## src/fpuex_pkg.sv

```systemverilog
package fpuex_pkg;
  // exception class bit positions
  localparam int EXC_INVALID = 0;
  localparam int EXC_ZERODIV = 1;
  localparam int EXC_DENORM = 2;
  localparam int EXC_OVERFLOW = 3;
  localparam int EXC_UNDERFLOW = 4;
  localparam int EXC_INEXACT = 5;
  localparam int EXC_CLASSES = 6;
  // reset values
  localparam logic [5:0] FLAGS_RESET = 6'h00;
  localparam logic [5:0] MASKS_RESET = 6'h3F;
  localparam logic [1:0] ROUND_RESET = 2'h0;
  // extra cycles spent on a masked fix-up
  localparam int FIXUP_NS = 20;
  localparam int CLK_NS = 10;
  localparam int FIXUP_CYCLES = (FIXUP_NS + CLK_NS - 1) / CLK_NS;

  typedef logic [EXC_CLASSES-1:0] fpuex_vec_t;

  typedef enum logic [1:0] {
    RND_NEAREST,
    RND_DOWN,
    RND_UP,
    RND_TOWARD_ZERO
  } fpuex_round_e;

  // kinds of fix-up the datapath should apply
  typedef enum logic [2:0] {
    FIX_NONE,
    FIX_QNAN,
    FIX_INFINITY,
    FIX_DENORMAL,
    FIX_ZERO,
    FIX_ROUNDED
  } fpuex_fix_e;

  // one instruction's exception report from the datapath
  typedef struct packed {
    logic valid;
    fpuex_vec_t exc;
    logic below_min_denorm;
    logic nowait;
  } fpuex_report_s;

  // software operations that touch the flags, masks and rounding
  typedef struct packed {
    logic clear_exceptions_op;
    logic fpu_reinit_op;
    logic state_save_op;
    logic restore_op;
    fpuex_vec_t restore_flags;
    logic mask_write;
    fpuex_vec_t mask_value;
    logic [1:0] round_value;
  } fpuex_ctl_s;
endpackage

```

## src/fpuex_fixup_sel.sv

```systemverilog
module fpuex_fixup_sel
  import fpuex_pkg::*;
(
  // exceptions seen in one instruction
  input wire fpuex_pkg::fpuex_vec_t exc,
  input wire logic below_min_denorm,
  input wire fpuex_pkg::fpuex_vec_t masks,
  // chosen default result
  output fpuex_pkg::fpuex_fix_e fix
);
  always_comb begin
    fix = FIX_NONE;
    // priority: invalid, divide-by-zero, overflow, underflow, inexact; a masked denormal alone selects no fix-up
    if (exc[EXC_INVALID] && masks[EXC_INVALID]) begin
      fix = FIX_QNAN;
    end else if (exc[EXC_ZERODIV] && masks[EXC_ZERODIV]) begin
      fix = FIX_INFINITY;
    end else if (exc[EXC_OVERFLOW] && masks[EXC_OVERFLOW]) begin
      fix = FIX_INFINITY;
    end else if (exc[EXC_UNDERFLOW] && masks[EXC_UNDERFLOW]) begin
      fix = below_min_denorm ? FIX_ZERO : FIX_DENORMAL;
    end else if (exc[EXC_INEXACT] && masks[EXC_INEXACT]) begin
      fix = FIX_ROUNDED;
    end
  end
endmodule

```

## src/fpuex_unit.sv

```systemverilog
// Functional notes
// - six sticky flags and six mask bits, one per exception class
// - mask bit 1 means apply default fix-up and continue
// - masked exception gives no external signal, only a longer instruction
// - masked flag set keeps no record of instruction or time
// - several flags may be raised by one instruction
// - masked underflow yields denormal, or zero below smallest denormal
// - masked inexact uses one of four selected rounding modes
// - masked divide-by-zero yields infinity; one over infinity yields zero
// - unmasked exception stops instruction and branches to handler
// - flags sticky; cleared only by clear, reinit, save or restore
// - freeze before next wait or float op unless ignore or no-wait
// - error output asserted at detection or at next wait/float op
// - frozen core stays frozen until an enabled interrupt, the ignore input or no pending error
// - native mode off and ignore input active: disregard and continue
// - unmasked exception reported on a dedicated error status line
// - compatibility mode selected by native error mode bit at 0
// - classes: invalid, divide-by-zero, denormal, overflow, underflow, inexact
module fpuex_unit
  import fpuex_pkg::*;
#(
  parameter int FIXUP_CNT = FIXUP_CYCLES
) (
  // clock and reset
  input wire logic ref_clk,
  input wire logic resetn,
  // datapath report and software operations
  input wire fpuex_pkg::fpuex_report_s report,
  input wire fpuex_pkg::fpuex_ctl_s ctl,
  // next instruction is a wait or float op asking to start
  input wire logic wait_or_float_req,
  input wire logic next_is_nowait,
  // system pins and mode
  input wire logic native_error_mode_bit,
  input wire logic ignore_numeric_error_in,
  input wire logic maskable_interrupt_request_in,
  // status
  output fpuex_pkg::fpuex_vec_t status_flags,
  output fpuex_pkg::fpuex_vec_t control_masks,
  output fpuex_pkg::fpuex_round_e round_mode,
  output fpuex_pkg::fpuex_fix_e fixup_kind,
  output logic fixup_stall,
  output logic instr_abort,
  output logic handler_branch,
  output logic core_frozen,
  output logic fpu_error_out,
  output logic coproc_error_status
);
  import fpuex_pkg::*;

  // two-flop synchronisers for the pins
  logic [1:0] ign_sync_q, ign_sync_d;
  logic [1:0] maskable_interrupt_request_in_sync_q, maskable_interrupt_request_in_sync_d;
  logic ign_s, maskable_interrupt_request_in_s;

  fpuex_vec_t flags_q, flags_d;
  fpuex_vec_t masks_q, masks_d;
  fpuex_round_e round_q, round_d;
  fpuex_fix_e fix_q, fix_d;
  fpuex_fix_e fix_sel;
  logic [7:0] stall_cnt_q, stall_cnt_d;
  logic abort_q, abort_d;
  logic branch_q, branch_d;
  logic fpu_error_out_q, fpu_error_out_d;
  logic cerr_q, cerr_d;
  logic stall_q, stall_d;
  logic frozen_q, frozen_d;
  logic pending;
  logic compat_mode;

  typedef enum logic [1:0] {
    ST_RUN,
    ST_FROZEN,
    ST_BRANCH
  } fpuex_state_e;
  fpuex_state_e st_q, st_d;

  fpuex_fixup_sel u_fixup_sel (
    .exc(report.exc),
    .below_min_denorm(report.below_min_denorm),
    .masks(masks_q),
    .fix(fix_sel)
  );

  assign ign_s = ign_sync_q[1];
  assign maskable_interrupt_request_in_s = maskable_interrupt_request_in_sync_q[1];
  assign compat_mode = !native_error_mode_bit;
  assign pending = |(flags_q & ~masks_q);

  always_comb begin
    ign_sync_d = {ign_sync_q[0], ignore_numeric_error_in};
    maskable_interrupt_request_in_sync_d = {maskable_interrupt_request_in_sync_q[0], maskable_interrupt_request_in};
  end

  // flags, masks and rounding
  always_comb begin
    flags_d = flags_q;
    masks_d = masks_q;
    round_d = round_q;
    // software clears first so a same-cycle exception still lands
    if (ctl.clear_exceptions_op || ctl.fpu_reinit_op || ctl.state_save_op) begin
      flags_d = '0;
    end
    if (ctl.restore_op) begin
      flags_d = ctl.restore_flags;
    end
    if (ctl.fpu_reinit_op || ctl.state_save_op) begin
      masks_d = MASKS_RESET;
      round_d = fpuex_round_e'(ROUND_RESET);
    end else if (ctl.mask_write) begin
      masks_d = ctl.mask_value;
      round_d = fpuex_round_e'(ctl.round_value);
    end
    if (report.valid) begin
      // only the class bits are kept, never address or time
      flags_d = flags_d | report.exc;
    end
  end

  // masked fix-up and unmasked abort
  always_comb begin
    fix_d = fix_q;
    stall_cnt_d = (stall_cnt_q != 8'h00) ? stall_cnt_q - 8'h01 : 8'h00;
    abort_d = 1'b0;
    if (report.valid) begin
      fix_d = fix_sel;
      if (|(report.exc & masks_q)) begin
        // masked work costs time only; nothing leaves the block
        stall_cnt_d = 8'(FIXUP_CNT);
      end
      if (|(report.exc & ~masks_q)) begin
        abort_d = 1'b1;
      end
    end
    // registered so the stall pin never glitches on counter decode
    stall_d = (stall_cnt_d != 8'h00);
  end

  // freeze / branch control
  always_comb begin
    st_d = st_q;
    branch_d = 1'b0;
    case (st_q)
      ST_RUN: begin
        if (pending && wait_or_float_req && !next_is_nowait) begin
          if (compat_mode && ign_s) begin
            st_d = ST_RUN;
          end else if (compat_mode) begin
            st_d = ST_FROZEN;
          end else begin
            st_d = ST_BRANCH;
          end
        end
      end
      ST_FROZEN: begin
        // any interrupt releases; so does ignore or no pending error, else we wait here
        if (maskable_interrupt_request_in_s) begin
          st_d = ST_RUN;
          branch_d = 1'b1;
        end else if (!pending || ign_s) begin
          st_d = ST_RUN;
        end
      end
      ST_BRANCH: begin
        branch_d = 1'b1;
        st_d = ST_RUN;
      end
      default: st_d = ST_RUN;
    endcase
    frozen_d = (st_d == ST_FROZEN);
  end

  // error reporting: fpu_error_out immediate on detection, held while pending, compatibility mode only; status line tracks pending
  always_comb begin
    fpu_error_out_d = compat_mode && (pending ||
      (report.valid && |(report.exc & ~masks_q)));
    cerr_d = pending;
  end

  always_ff @(posedge ref_clk) begin
    if (!resetn) begin
      ign_sync_q <= '0;
      maskable_interrupt_request_in_sync_q <= '0;
      flags_q <= FLAGS_RESET;
      masks_q <= MASKS_RESET;
      round_q <= RND_NEAREST;
      fix_q <= FIX_NONE;
      stall_cnt_q <= 8'h00;
      abort_q <= 1'b0;
      branch_q <= 1'b0;
      fpu_error_out_q <= 1'b0;
      cerr_q <= 1'b0;
      st_q <= ST_RUN;
      stall_q <= 1'b0;
      frozen_q <= 1'b0;
    end else begin
      ign_sync_q <= ign_sync_d;
      maskable_interrupt_request_in_sync_q <= maskable_interrupt_request_in_sync_d;
      flags_q <= flags_d;
      masks_q <= masks_d;
      round_q <= round_d;
      fix_q <= fix_d;
      stall_cnt_q <= stall_cnt_d;
      abort_q <= abort_d;
      branch_q <= branch_d;
      fpu_error_out_q <= fpu_error_out_d;
      cerr_q <= cerr_d;
      st_q <= st_d;
      stall_q <= stall_d;
      frozen_q <= frozen_d;
    end
  end

  assign status_flags = flags_q;
  assign control_masks = masks_q;
  assign round_mode = round_q;
  assign fixup_kind = fix_q;
  assign fixup_stall = stall_q;
  assign instr_abort = abort_q;
  assign handler_branch = branch_q;
  assign core_frozen = frozen_q;
  assign fpu_error_out = fpu_error_out_q;
  assign coproc_error_status = cerr_q;
endmodule

```

## config.mk

```make
export PLATFORM = sky130hd
export DESIGN_NAME = fpuex_unit
export DESIGN_NICKNAME = d
export VERILOG_FILES = /design/src/fpuex_pkg.sv /design/src/fpuex_fixup_sel.sv /design/src/fpuex_unit.sv
export SDC_FILE = /design/constraint.sdc
export NUM_CORES = 1
export LEC_CHECK = 0
export BUFFER_PORTS_ARGS = -buffer_cell sky130_fd_sc_hd__buf_2
export CAP_MARGIN = 20
export CORE_MARGIN = 1.5
export CORE_UTILIZATION = 40
export DETAILED_ROUTE_END_ITERATION = 12
export PLACE_DENSITY = 0.77
export SLEW_MARGIN = 5
export SYNTH_ARGS = -nofsm -noshare
export SYNTH_HDL_FRONTEND = slang
export SYNTH_SLANG_ARGS = --single-unit
```

## constraint.sdc

```tcl
create_clock -name ref_clk -period 1.92 [get_ports ref_clk]
set_input_delay 0.096 -clock ref_clk [delete_from_list [all_inputs] [get_ports ref_clk]]
set_output_delay 0.096 -clock ref_clk [all_outputs]
set_load 0.05 [all_outputs]
```

======== Yosys cells after proc, flatten, opt, wreduce, memory -nomap -nowiden ========
Cells that the tools add are included.
word-level totals
  flip-flop bits (word level) ............. 37
  bits of input ports ..................... 35
  output and inout bits ................... 23
  logic and storage cells ................. 71
cells by class
  add/sub/neg operators ................... 1
  eq/ne operators ......................... 3
  multiplexer cells ....................... 21
  bitwise logic cells ..................... 6
  reduce and logical (&&, ||, !) cells .... 26
operators by type and width
  operator                                                               number
  8-bit two-way mux                                                      3
  6-bit AND                                                              3
  3-bit two-way mux                                                      6
  6-bit two-way mux                                                      3
  6-bit OR reduction                                                     3
  8-bit nonzero test                                                     2
  1-bit logical AND                                                      10
  2-bit two-way mux                                                      5
  8-bit by 1-bit subtractor with 8-bit output, second input constant     1
  6-bit NOT                                                              1
  6-bit bitwise OR                                                       1
  1-bit logical OR                                                       5
  2-bit by 1-bit equality test with 1-bit output, second input constant  2
  2-bit case mux with 2 select lines                                     1
  1-bit logical NOT                                                      3
  2-bit equality test, second input constant                             1
  2-bit logical NOT                                                      1
  1-bit two-way mux                                                      2
  1-bit case mux with 2 select lines                                     1
  2-bit AND reduction                                                    1
  2-bit OR reduction                                                     1
  1-bit NOT                                                              1

======== Depth between registers and ports, before layout ========
Gate-level depths: netlist (run 1).
  word-level depth ........................ 9
  mapped depth ............................ 6

======== Hierarchy ========
From an unflattened synthesis (run 1), not the netlist that was laid out.
second synthesis, totals
  cells, all modules ...................... 177
  area total of the unflattened synthesis .. 1646.6 um^2
modules (own cells, without submodules)
  module           times used  cells an instance  area each (um^2)  sequential area each (um^2)
  fpuex_unit       1           167                1577.8            740.7
  fpuex_fixup_sel  1           10                 68.8              0.0

======== Worst setup path after synthesis (run 1) ========
Ideal clock, no wire load.
  kind .................................... register -> register
  start ................................... register masks_q[4] (netlist: control_masks[4])
  end ..................................... register st_q[1]
  setup time .............................. 0.116 ns
  data arrival time ....................... 1.467 ns
  data required time ...................... 1.804 ns
  setup slack ............................. 0.337 ns
  stages on the path, launching flop included .. 5
  buffers on the path ..................... 0
  period minus slack after synthesis ...... 1.583 ns
  cell sequence ........................... dfxtp_1 > or2b_1 > o2111ai_1 > or2_4 > o211a_1
on the way
  longest elaborated chain between the ends .. 8
  elaborated cells between the ends (all ways) .. 11
ends and longest elaborated chain
  element                               RTL line           text
  start, declared                       fpuex_unit.sv:57   fpuex_vec_t masks_q, masks_d;
  start signal, assigned                fpuex_unit.sv:200  masks_q <= masks_d;
  6-bit NOT *                           fpuex_unit.sv:88   assign pending = |(flags_q & ~masks_q);
  6-bit AND *                           fpuex_unit.sv:88
  6-bit OR reduction *                  fpuex_unit.sv:88
  1-bit logical NOT                     fpuex_unit.sv:160  end else if (!pending || ign_s) begin
  1-bit logical OR                      fpuex_unit.sv:160
  2-bit two-way mux                     fpuex_unit.sv:160
  2-bit two-way mux                     fpuex_unit.sv:157  if (maskable_interrupt_request_in_s) begin
  2-bit case mux with 2 select lines *  fpuex_unit.sv:143  case (st_q)
  end signal, assigned                  fpuex_unit.sv:208  st_q <= st_d;
  end, declared                         fpuex_unit.sv:76   fpuex_state_e st_q, st_d;
Every way passes the cells marked *; elsewhere a longest branch is shown, timed or not.
A chain may end at the register's enable or synchronous reset.

======== Final worst setup path (run 1) ========
  start ................................... register st_q[1]
  end ..................................... register st_q[1]
on the way
  longest elaborated chain between the ends .. 3
  elaborated cells between the ends (all ways) .. 6
ends and longest elaborated chain
  element                               RTL line
  2-bit two-way mux                     fpuex_unit.sv:160
  2-bit two-way mux                     fpuex_unit.sv:157
  2-bit case mux with 2 select lines *  fpuex_unit.sv:143
Marks and branches as above.

==> run_results.csv, run 1 <==
group,metric,value,unit
pwr,total_power,2.03,mW
route,viasPerCell,5.00,
cts,cts_root_buf,"clkbuf_8",
final_layout,final_common_cell,"buf_2",
pwr,p_sw,0.614,mW
cts,cts_max_level,2,
sta,setup_tns,0,ps
final_layout,multi_input_area,850,µm²
pwr,comb_power_share,0.248,
sta,min_period,1530,ps
final_layout,final_cell_mix,"buf_2 (56), dfxtp_1 (37), nand2_1 (20), inv_1 (16), nor2_1 (13)",
cts,clk_path_buf_depth,2,
critical_path,path_max_fanout,5,
pwr,p_per_area,965,nW/µm²
route,routed_wl,3510,µm
die,fp.coreArea,4000,µm²
final_layout,drive_gt1_frac,0.290,
cts,cts_sinks,37,
die,dieArea,4570,µm²
sta,drv_slew,0,
synthesis,ys_types,43,
cts,cts_hold_buf,1,
min_path,min_path_type,"primary input to flip-flop",
route,ant_nets,0,
global_route,grt-ovfl-total,0,
critical_path,cp_data_arrival_time,1710,ps
sta,clock_skew,7.66,ps
die,ios,58,
final_layout,diodes,0,
die,die_w,67.6,µm
synthesis,yosysWarnings,0,
route,dr.pass1.iters,4,
synthesis,async_flop_share,0,
pwr,switching_share,0.302,
synthesis,syn_avg_cell_area,9.33,µm²
run,max_cap_viol_count,0,
sta,rsz0062_at_grt,"false",
synthesis,synth_edf_count,0,
placement,portBuffers,56,
placement,gp_congestion,0.769,
min_path,min-delay-start,"maskable_interrupt_request_in",
synthesis,synth_flop_cell,"dfxtp_1",
pwr,p_int,1.42,mW
critical_path,ff2ff_path_depth,6,
cts,postCtsSetupRepairBufs,0,
sta,min_period_over_period,0.798,
final_layout,finish.instance_area,2110,µm²
placement,place_ws,390,ps
route,drt-wirelength-per-cell,12.2,µm
cts,cts_buffers,5,
cts,clk_latency,290,ps
synthesis,syn_nets,219,
pwr,peakVddDrop,0.000497,V
cts,cts_resized,0,
sta,tightest_slew,669,ps
sta,slew-limit-headroom,0.550,
global_route,grt_pass1_vias,1334,
pwr,seqPwrFrac,0.441,
synthesis,synth_seq_cells,37,
final_layout,nets,278,
critical_path,r2r-start,"st_q[1]",
outcome,status,"finished, final reports clean",
placement,dpl_cell_area,1990,µm²
global_route,grt_max_degree,27,
final_layout,syn2layout_area_growth,26.1,%
final_layout,post-route-util,0.527,
sta,finalHoldViolCount,0,
critical_path,cp.required,2100,ps
critical_path,worstSetupEndpointType,"flip-flop",
synthesis,synthCells,179,
cts,cts_tree,"yes",
synthesis,ys_seq_area_frac,0.443,
pwr,pwr-share-clk,0.312,
route,drc,0,
critical_path,r2r_end,"st_q[1]",
sta,setup_ws,389,ps
global_route,grt_pass1_wl,5900,µm
global_route,antenna_found_initial,0,
min_path,holdPathEnd,"maskable_interrupt_request_in_sync_q[0]",
sta,setup_viol,0,
critical_path,startpoint_type,"flip-flop",
critical_path,r2r_slack,390,ps
die,start_util,0.418,
pwr,leakage,0.992,nW
placement,dp_hpwl,2750,µm
cts,path_clk_slew,60,ps
synthesis,synth_area,1670,µm²
route,num_vias,1441,
final_layout,nFillCells,360,
route,drt-initial-drc-count,69,
sta,fmax,653,MHz
final_layout,seq_area,741,µm²
die,die_h,67.6,µm
critical_path,crit_type,"flip-flop to flip-flop",
global_route,grt_use_total,0.172,
min_path,whs_path_depth,2,
die,num_rows,23,
## kinds of logic after synthesis
| logic type | count (synthesis) | share of synthesized area |
|---|---|---|
| AOI/OAI and AO/OA | 33 | 0.154 |
| muxes | 9 | 0.0539 |
| DFF | 37 | 0.443 |
| xor gates and xnor gates | 6 | 0.0315 |
| and+or+nand+nor | 68 | 0.232 |
| buffers and inverters | 21 | 0.0479 |
| adders and majority gates | 5 | 0.0375 |
## cell usage after synthesis (all sizes together) (2+ instances only)
library cell  instances  share of area
ha                    5          0.037
a21oi                 4          0.012
nand3                 2         0.0060
clkbuf                4         0.0090
xor2                  3          0.016
nor3                  2          0.013
nor3b                 2         0.0090
nor2                 13          0.029
a22oi                 2         0.0090
dfxtp                37           0.44
o21a                  3          0.013
o22ai                 4          0.015
xnor2                 3          0.016
nand2b                3          0.011
nor4                  3          0.015
nand3b                3          0.021
nand2                20          0.045
nor2b                 7          0.026
a222oi                6          0.036
and2                  7          0.026
mux2i                 9          0.054
o21ai                 4          0.012
inv                  16          0.036
## power by group through the flow
stage	Combinational [mW]	Sequential, mW	Clock (mW)
after floorplan	0.311	0.984	0
after global placement	0.496	0.911	0
after detailed placement	0.505	0.911	0
after CTS	0.508	0.894	0.650
after global routing	0.561	0.905	0.686
final	0.503	0.895	0.634
## through the flow
stage                     cells  hold slack (ps)
after global routing        288             14.8
after CTS                   288             13.0
after floorplan             179              165
final                       288             20.4
after global placement      280              297
after detailed placement    280              290
## worst max-delay path by stage
stage | from | endpoint | depth (start not counted)
floorplan | control_masks[4] | st_q[1] | 4
global placement | st_q[1] | st_q[1] | 6
detailed placement | st_q[1] | st_q[1] | 6
CTS | st_q[1] | st_q[1] | 6
global route | st_q[0] | st_q[1] | 6
finish | st_q[1] | st_q[1] | 6
## worst max-delay path: stages, from the launching register on
cell and delay, ps:
dfxtp_1 410, inv_1 90, ha_1 230, and2_1 190, a211oi_1 190, o21ai_0 160
o211a_1 160
## flip-flops by register name (all words and copies together), names as in the netlist
signal                                cells
stall_cnt_q                               8
control_masks                             6
status_flags                              6
fixup_kind                                3
ign_sync_q                                2
maskable_interrupt_request_in_sync_q      2
round_mode                                2
st_q                                      2
coproc_error_status                       1
core_frozen                               1
fixup_stall                               1
fpu_error_out                             1
handler_branch                            1
instr_abort                               1
## layer usage
layer,vias to the layer above,global-route usage,share of wire
li1,743,-,-
met2,35,0.289,0.48
met3,4,0.0500,0.052
met1,659,0.208,0.46
met5,-,0,0
met4,0,0.0612,0.0077
## area by class of cell
| cell class | count | share of cell area |
|---|---|---|
| Clock buffer | 5 | 0.0327 |
| Clock inverter | 2 | 0.0166 |
| Inverter | 16 | 0.0285 |
| Multi-Input combinational cell | 121 | 0.403 |
| Sequential cell | 37 | 0.352 |
| Tap cell | 50 | 0.0297 |
| Timing Repair Buffer | 57 | 0.138 |
Power figures use the tool's default switching activity.
==> inputs of run 2 (changes only) <==
==> constraint.sdc (replaced) <==
create_clock -name ref_clk -period 1.5 [get_ports ref_clk]
set_input_delay 0.075 -clock ref_clk [delete_from_list [all_inputs] [get_ports ref_clk]]
set_output_delay 0.075 -clock ref_clk [all_outputs]
set_load 0.05 [all_outputs]
==> run_results.csv, run 2 (synthesis gave the netlist of run 1 again) <==
group,metric,value,unit
cts,clk_latency,290,ps
critical_path,crit_type,"flip-flop to flip-flop",
placement,dpl_cell_area,2050,µm²
final_layout,finish.instance_area,2240,µm²
die,die_h,67.6,µm
global_route,grt_pass1_vias,1403,
critical_path,cp_data_arrival_time,1570,ps
min_path,min_path_type,"primary input to flip-flop",
sta,drv_slew,0,
sta,clock_skew,5.48,ps
pwr,peakVddDrop,0.000692,V
critical_path,path_max_fanout,3,
sta,min_period_over_period,0.938,
route,num_vias,1533,
cts,cts_tree,"yes",
die,start_util,0.418,
global_route,grt_pass1_wl,6230,µm
die,ios,58,
final_layout,final_cell_mix,"buf_2 (56), dfxtp_1 (29), nand2_1 (20), inv_1 (16), nor2_1 (13)",
final_layout,drive_gt1_frac,0.357,
global_route,antenna_found_initial,0,
cts,cts_sinks,37,
route,drt-initial-drc-count,103,
placement,place_ws,-18.5,ps
placement,portBuffers,56,
critical_path,crit_family,"simple AND/OR/NAND/NOR gates",
placement,dpl.cell_count,286,
min_path,holdPathEnd,"control_masks[4]",
sta,rsz0062_at_grt,"false",
run,max_cap_viol_count,0,
die,die_w,67.6,µm
cts,path_clk_slew,70,ps
global_route,grt_use_total,0.183,
sta,min_period,1410,ps
final_layout,finalNonFillerCells,299,
critical_path,slowest_delay,370,ps
sta,tightest_slew,598,ps
cts,cts_buffers,5,
die,dieArea,4570,µm²
critical_path,path_buf_inv,1,
die,num_rows,23,
global_route,grt-ovfl-total,0,
final_layout,regMostFlops,"stall_cnt_q",
route,drt-wirelength-per-cell,12.8,µm
pwr,total_power,2.77,mW
sta,setup_viol,0,
final_layout,nets,288,
sta,fin_hold_ws,7.86,ps
route,dr.pass1.iters,5,
critical_path,startpoint_type,"flip-flop",
min_path,min-delay-start,"ctl[6]",
route,ant_nets,0,
critical_path,cp_slowest_cell,"nor4bb_1",
final_layout,final_common_cell,"buf_2",
route,drc,0,
die,fp.coreArea,4000,µm²
outcome,status,"finished, final reports clean",
final_layout,diodes,0,
sta,setup_ws,93.2,ps
placement,gp_congestion,0.820,
critical_path,r2r_end,"core_frozen",
critical_path,r2r_slack,90,ps
final_layout,syn2layout_area_growth,34.4,%
critical_path,r2r-start,"st_q[1]",
route,routed_wl,3830,µm
pwr,leakage,1.05,nW
cts,clk_path_buf_depth,2,
cts,cts_max_level,2,
placement,dp_hpwl,2840,µm
min_path,whs_path_depth,3,
sta,slew-limit-headroom,0.596,
critical_path,ff2ff_path_depth,6,
critical_path,path_cells,"inv_1 > ha_1 > nor4bb_1 > a211oi_2 > o21ai_1 > o32ai_2",
critical_path,worstSetupEndpointType,"flip-flop",
sta,fmax,711,MHz
cts,cts_root_buf,"clkbuf_8",
final_layout,largest_register_ffs,8,
pwr,p_per_area,1230,nW/µm²
critical_path,cp.required,1660,ps
sta,finalHoldViolCount,0,
global_route,grt_max_degree,16,
route,viasPerCell,5.13,
## run 2: cell types whose count changed in the layout (fill, tap and decap cells not counted), sizes merged
cell,change
buf,+6
dlygate4sd3,+4
clkbuf,+2
clkinv,-1
## run 2: how the worst max path moves through the flow
stage / start / end / depth (start not counted)
2_1_floorplan: status_flags[4] / st_q[1] / 4
3_3_place_gp: st_q[0] / st_q[1] / 6
3_5_place_dp: st_q[0] / st_q[1] / 6
4_1_cts: st_q[0] / st_q[1] / 6
5_1_grt: st_q[1] / st_q[1] / 6
6_report: st_q[1] / core_frozen / 6
## run 2: worst min-delay path, delay by kind of cell
kind                   cells  cell delay [ps]
muxes                      1               60
buffers and inverters      1               80
and+or+nand+nor            1               60
## run 2: routing by layer
| layer | part of all wire | wire length (µm) | vias up | track usage |
|---|---|---|---|---|
| met2 | 0.49 | 1870 | 50 | 0.290 |
| li1 | - | - | 764 | - |
| met1 | 0.44 | 1670 | 710 | 0.221 |
| met4 | 0.021 | 82 | 0 | 0.105 |
| met5 | 0 | 0 | - | 0 |
| met3 | 0.056 | 213 | 9 | 0.0517 |
## run 2: final cells by class
cell class                      instances  area [µm²]
Fill cell                             355        1760
Tap cell                               50        62.6
Clock buffer                            7        86.3
Clock inverter                          1        30.0
Inverter                               16        60.1
Sequential cell                        37         751
Multi-Input combinational cell        121         880
Timing Repair Buffer                   67         375
## run 2: per-stage QoR
stage | TNS [ps] | util
4_1_cts | 0 | 0.553
3_5_place_dp | -18.5 | 0.511
5_1_grt | 0 | 0.561
2_1_floorplan | 0 | -
3_3_place_gp | 0 | 0.511
6_report | 0 | 0.561
## run 2: report_power, final
part	internal (mW)	switching, mW	total (mW)
clock	0.542	0.337	0.879
sequential	1.07	0.0782	1.15
combinational	0.324	0.415	0.739
## run 2: repair_timing
| item | in CTS | in global routing |
|---|---|---|
| hold buffers | 5 | 0 |
| gates cloned | 0 | 0 |
| gates resized for setup | 1 | 8 |
| pin swaps | 0 | 3 |
| endpoints found under the setup margin | 1 | 10 |
| buffers inserted | 0 | 0 |
| hold endpoints to repair | 5 | 0 |
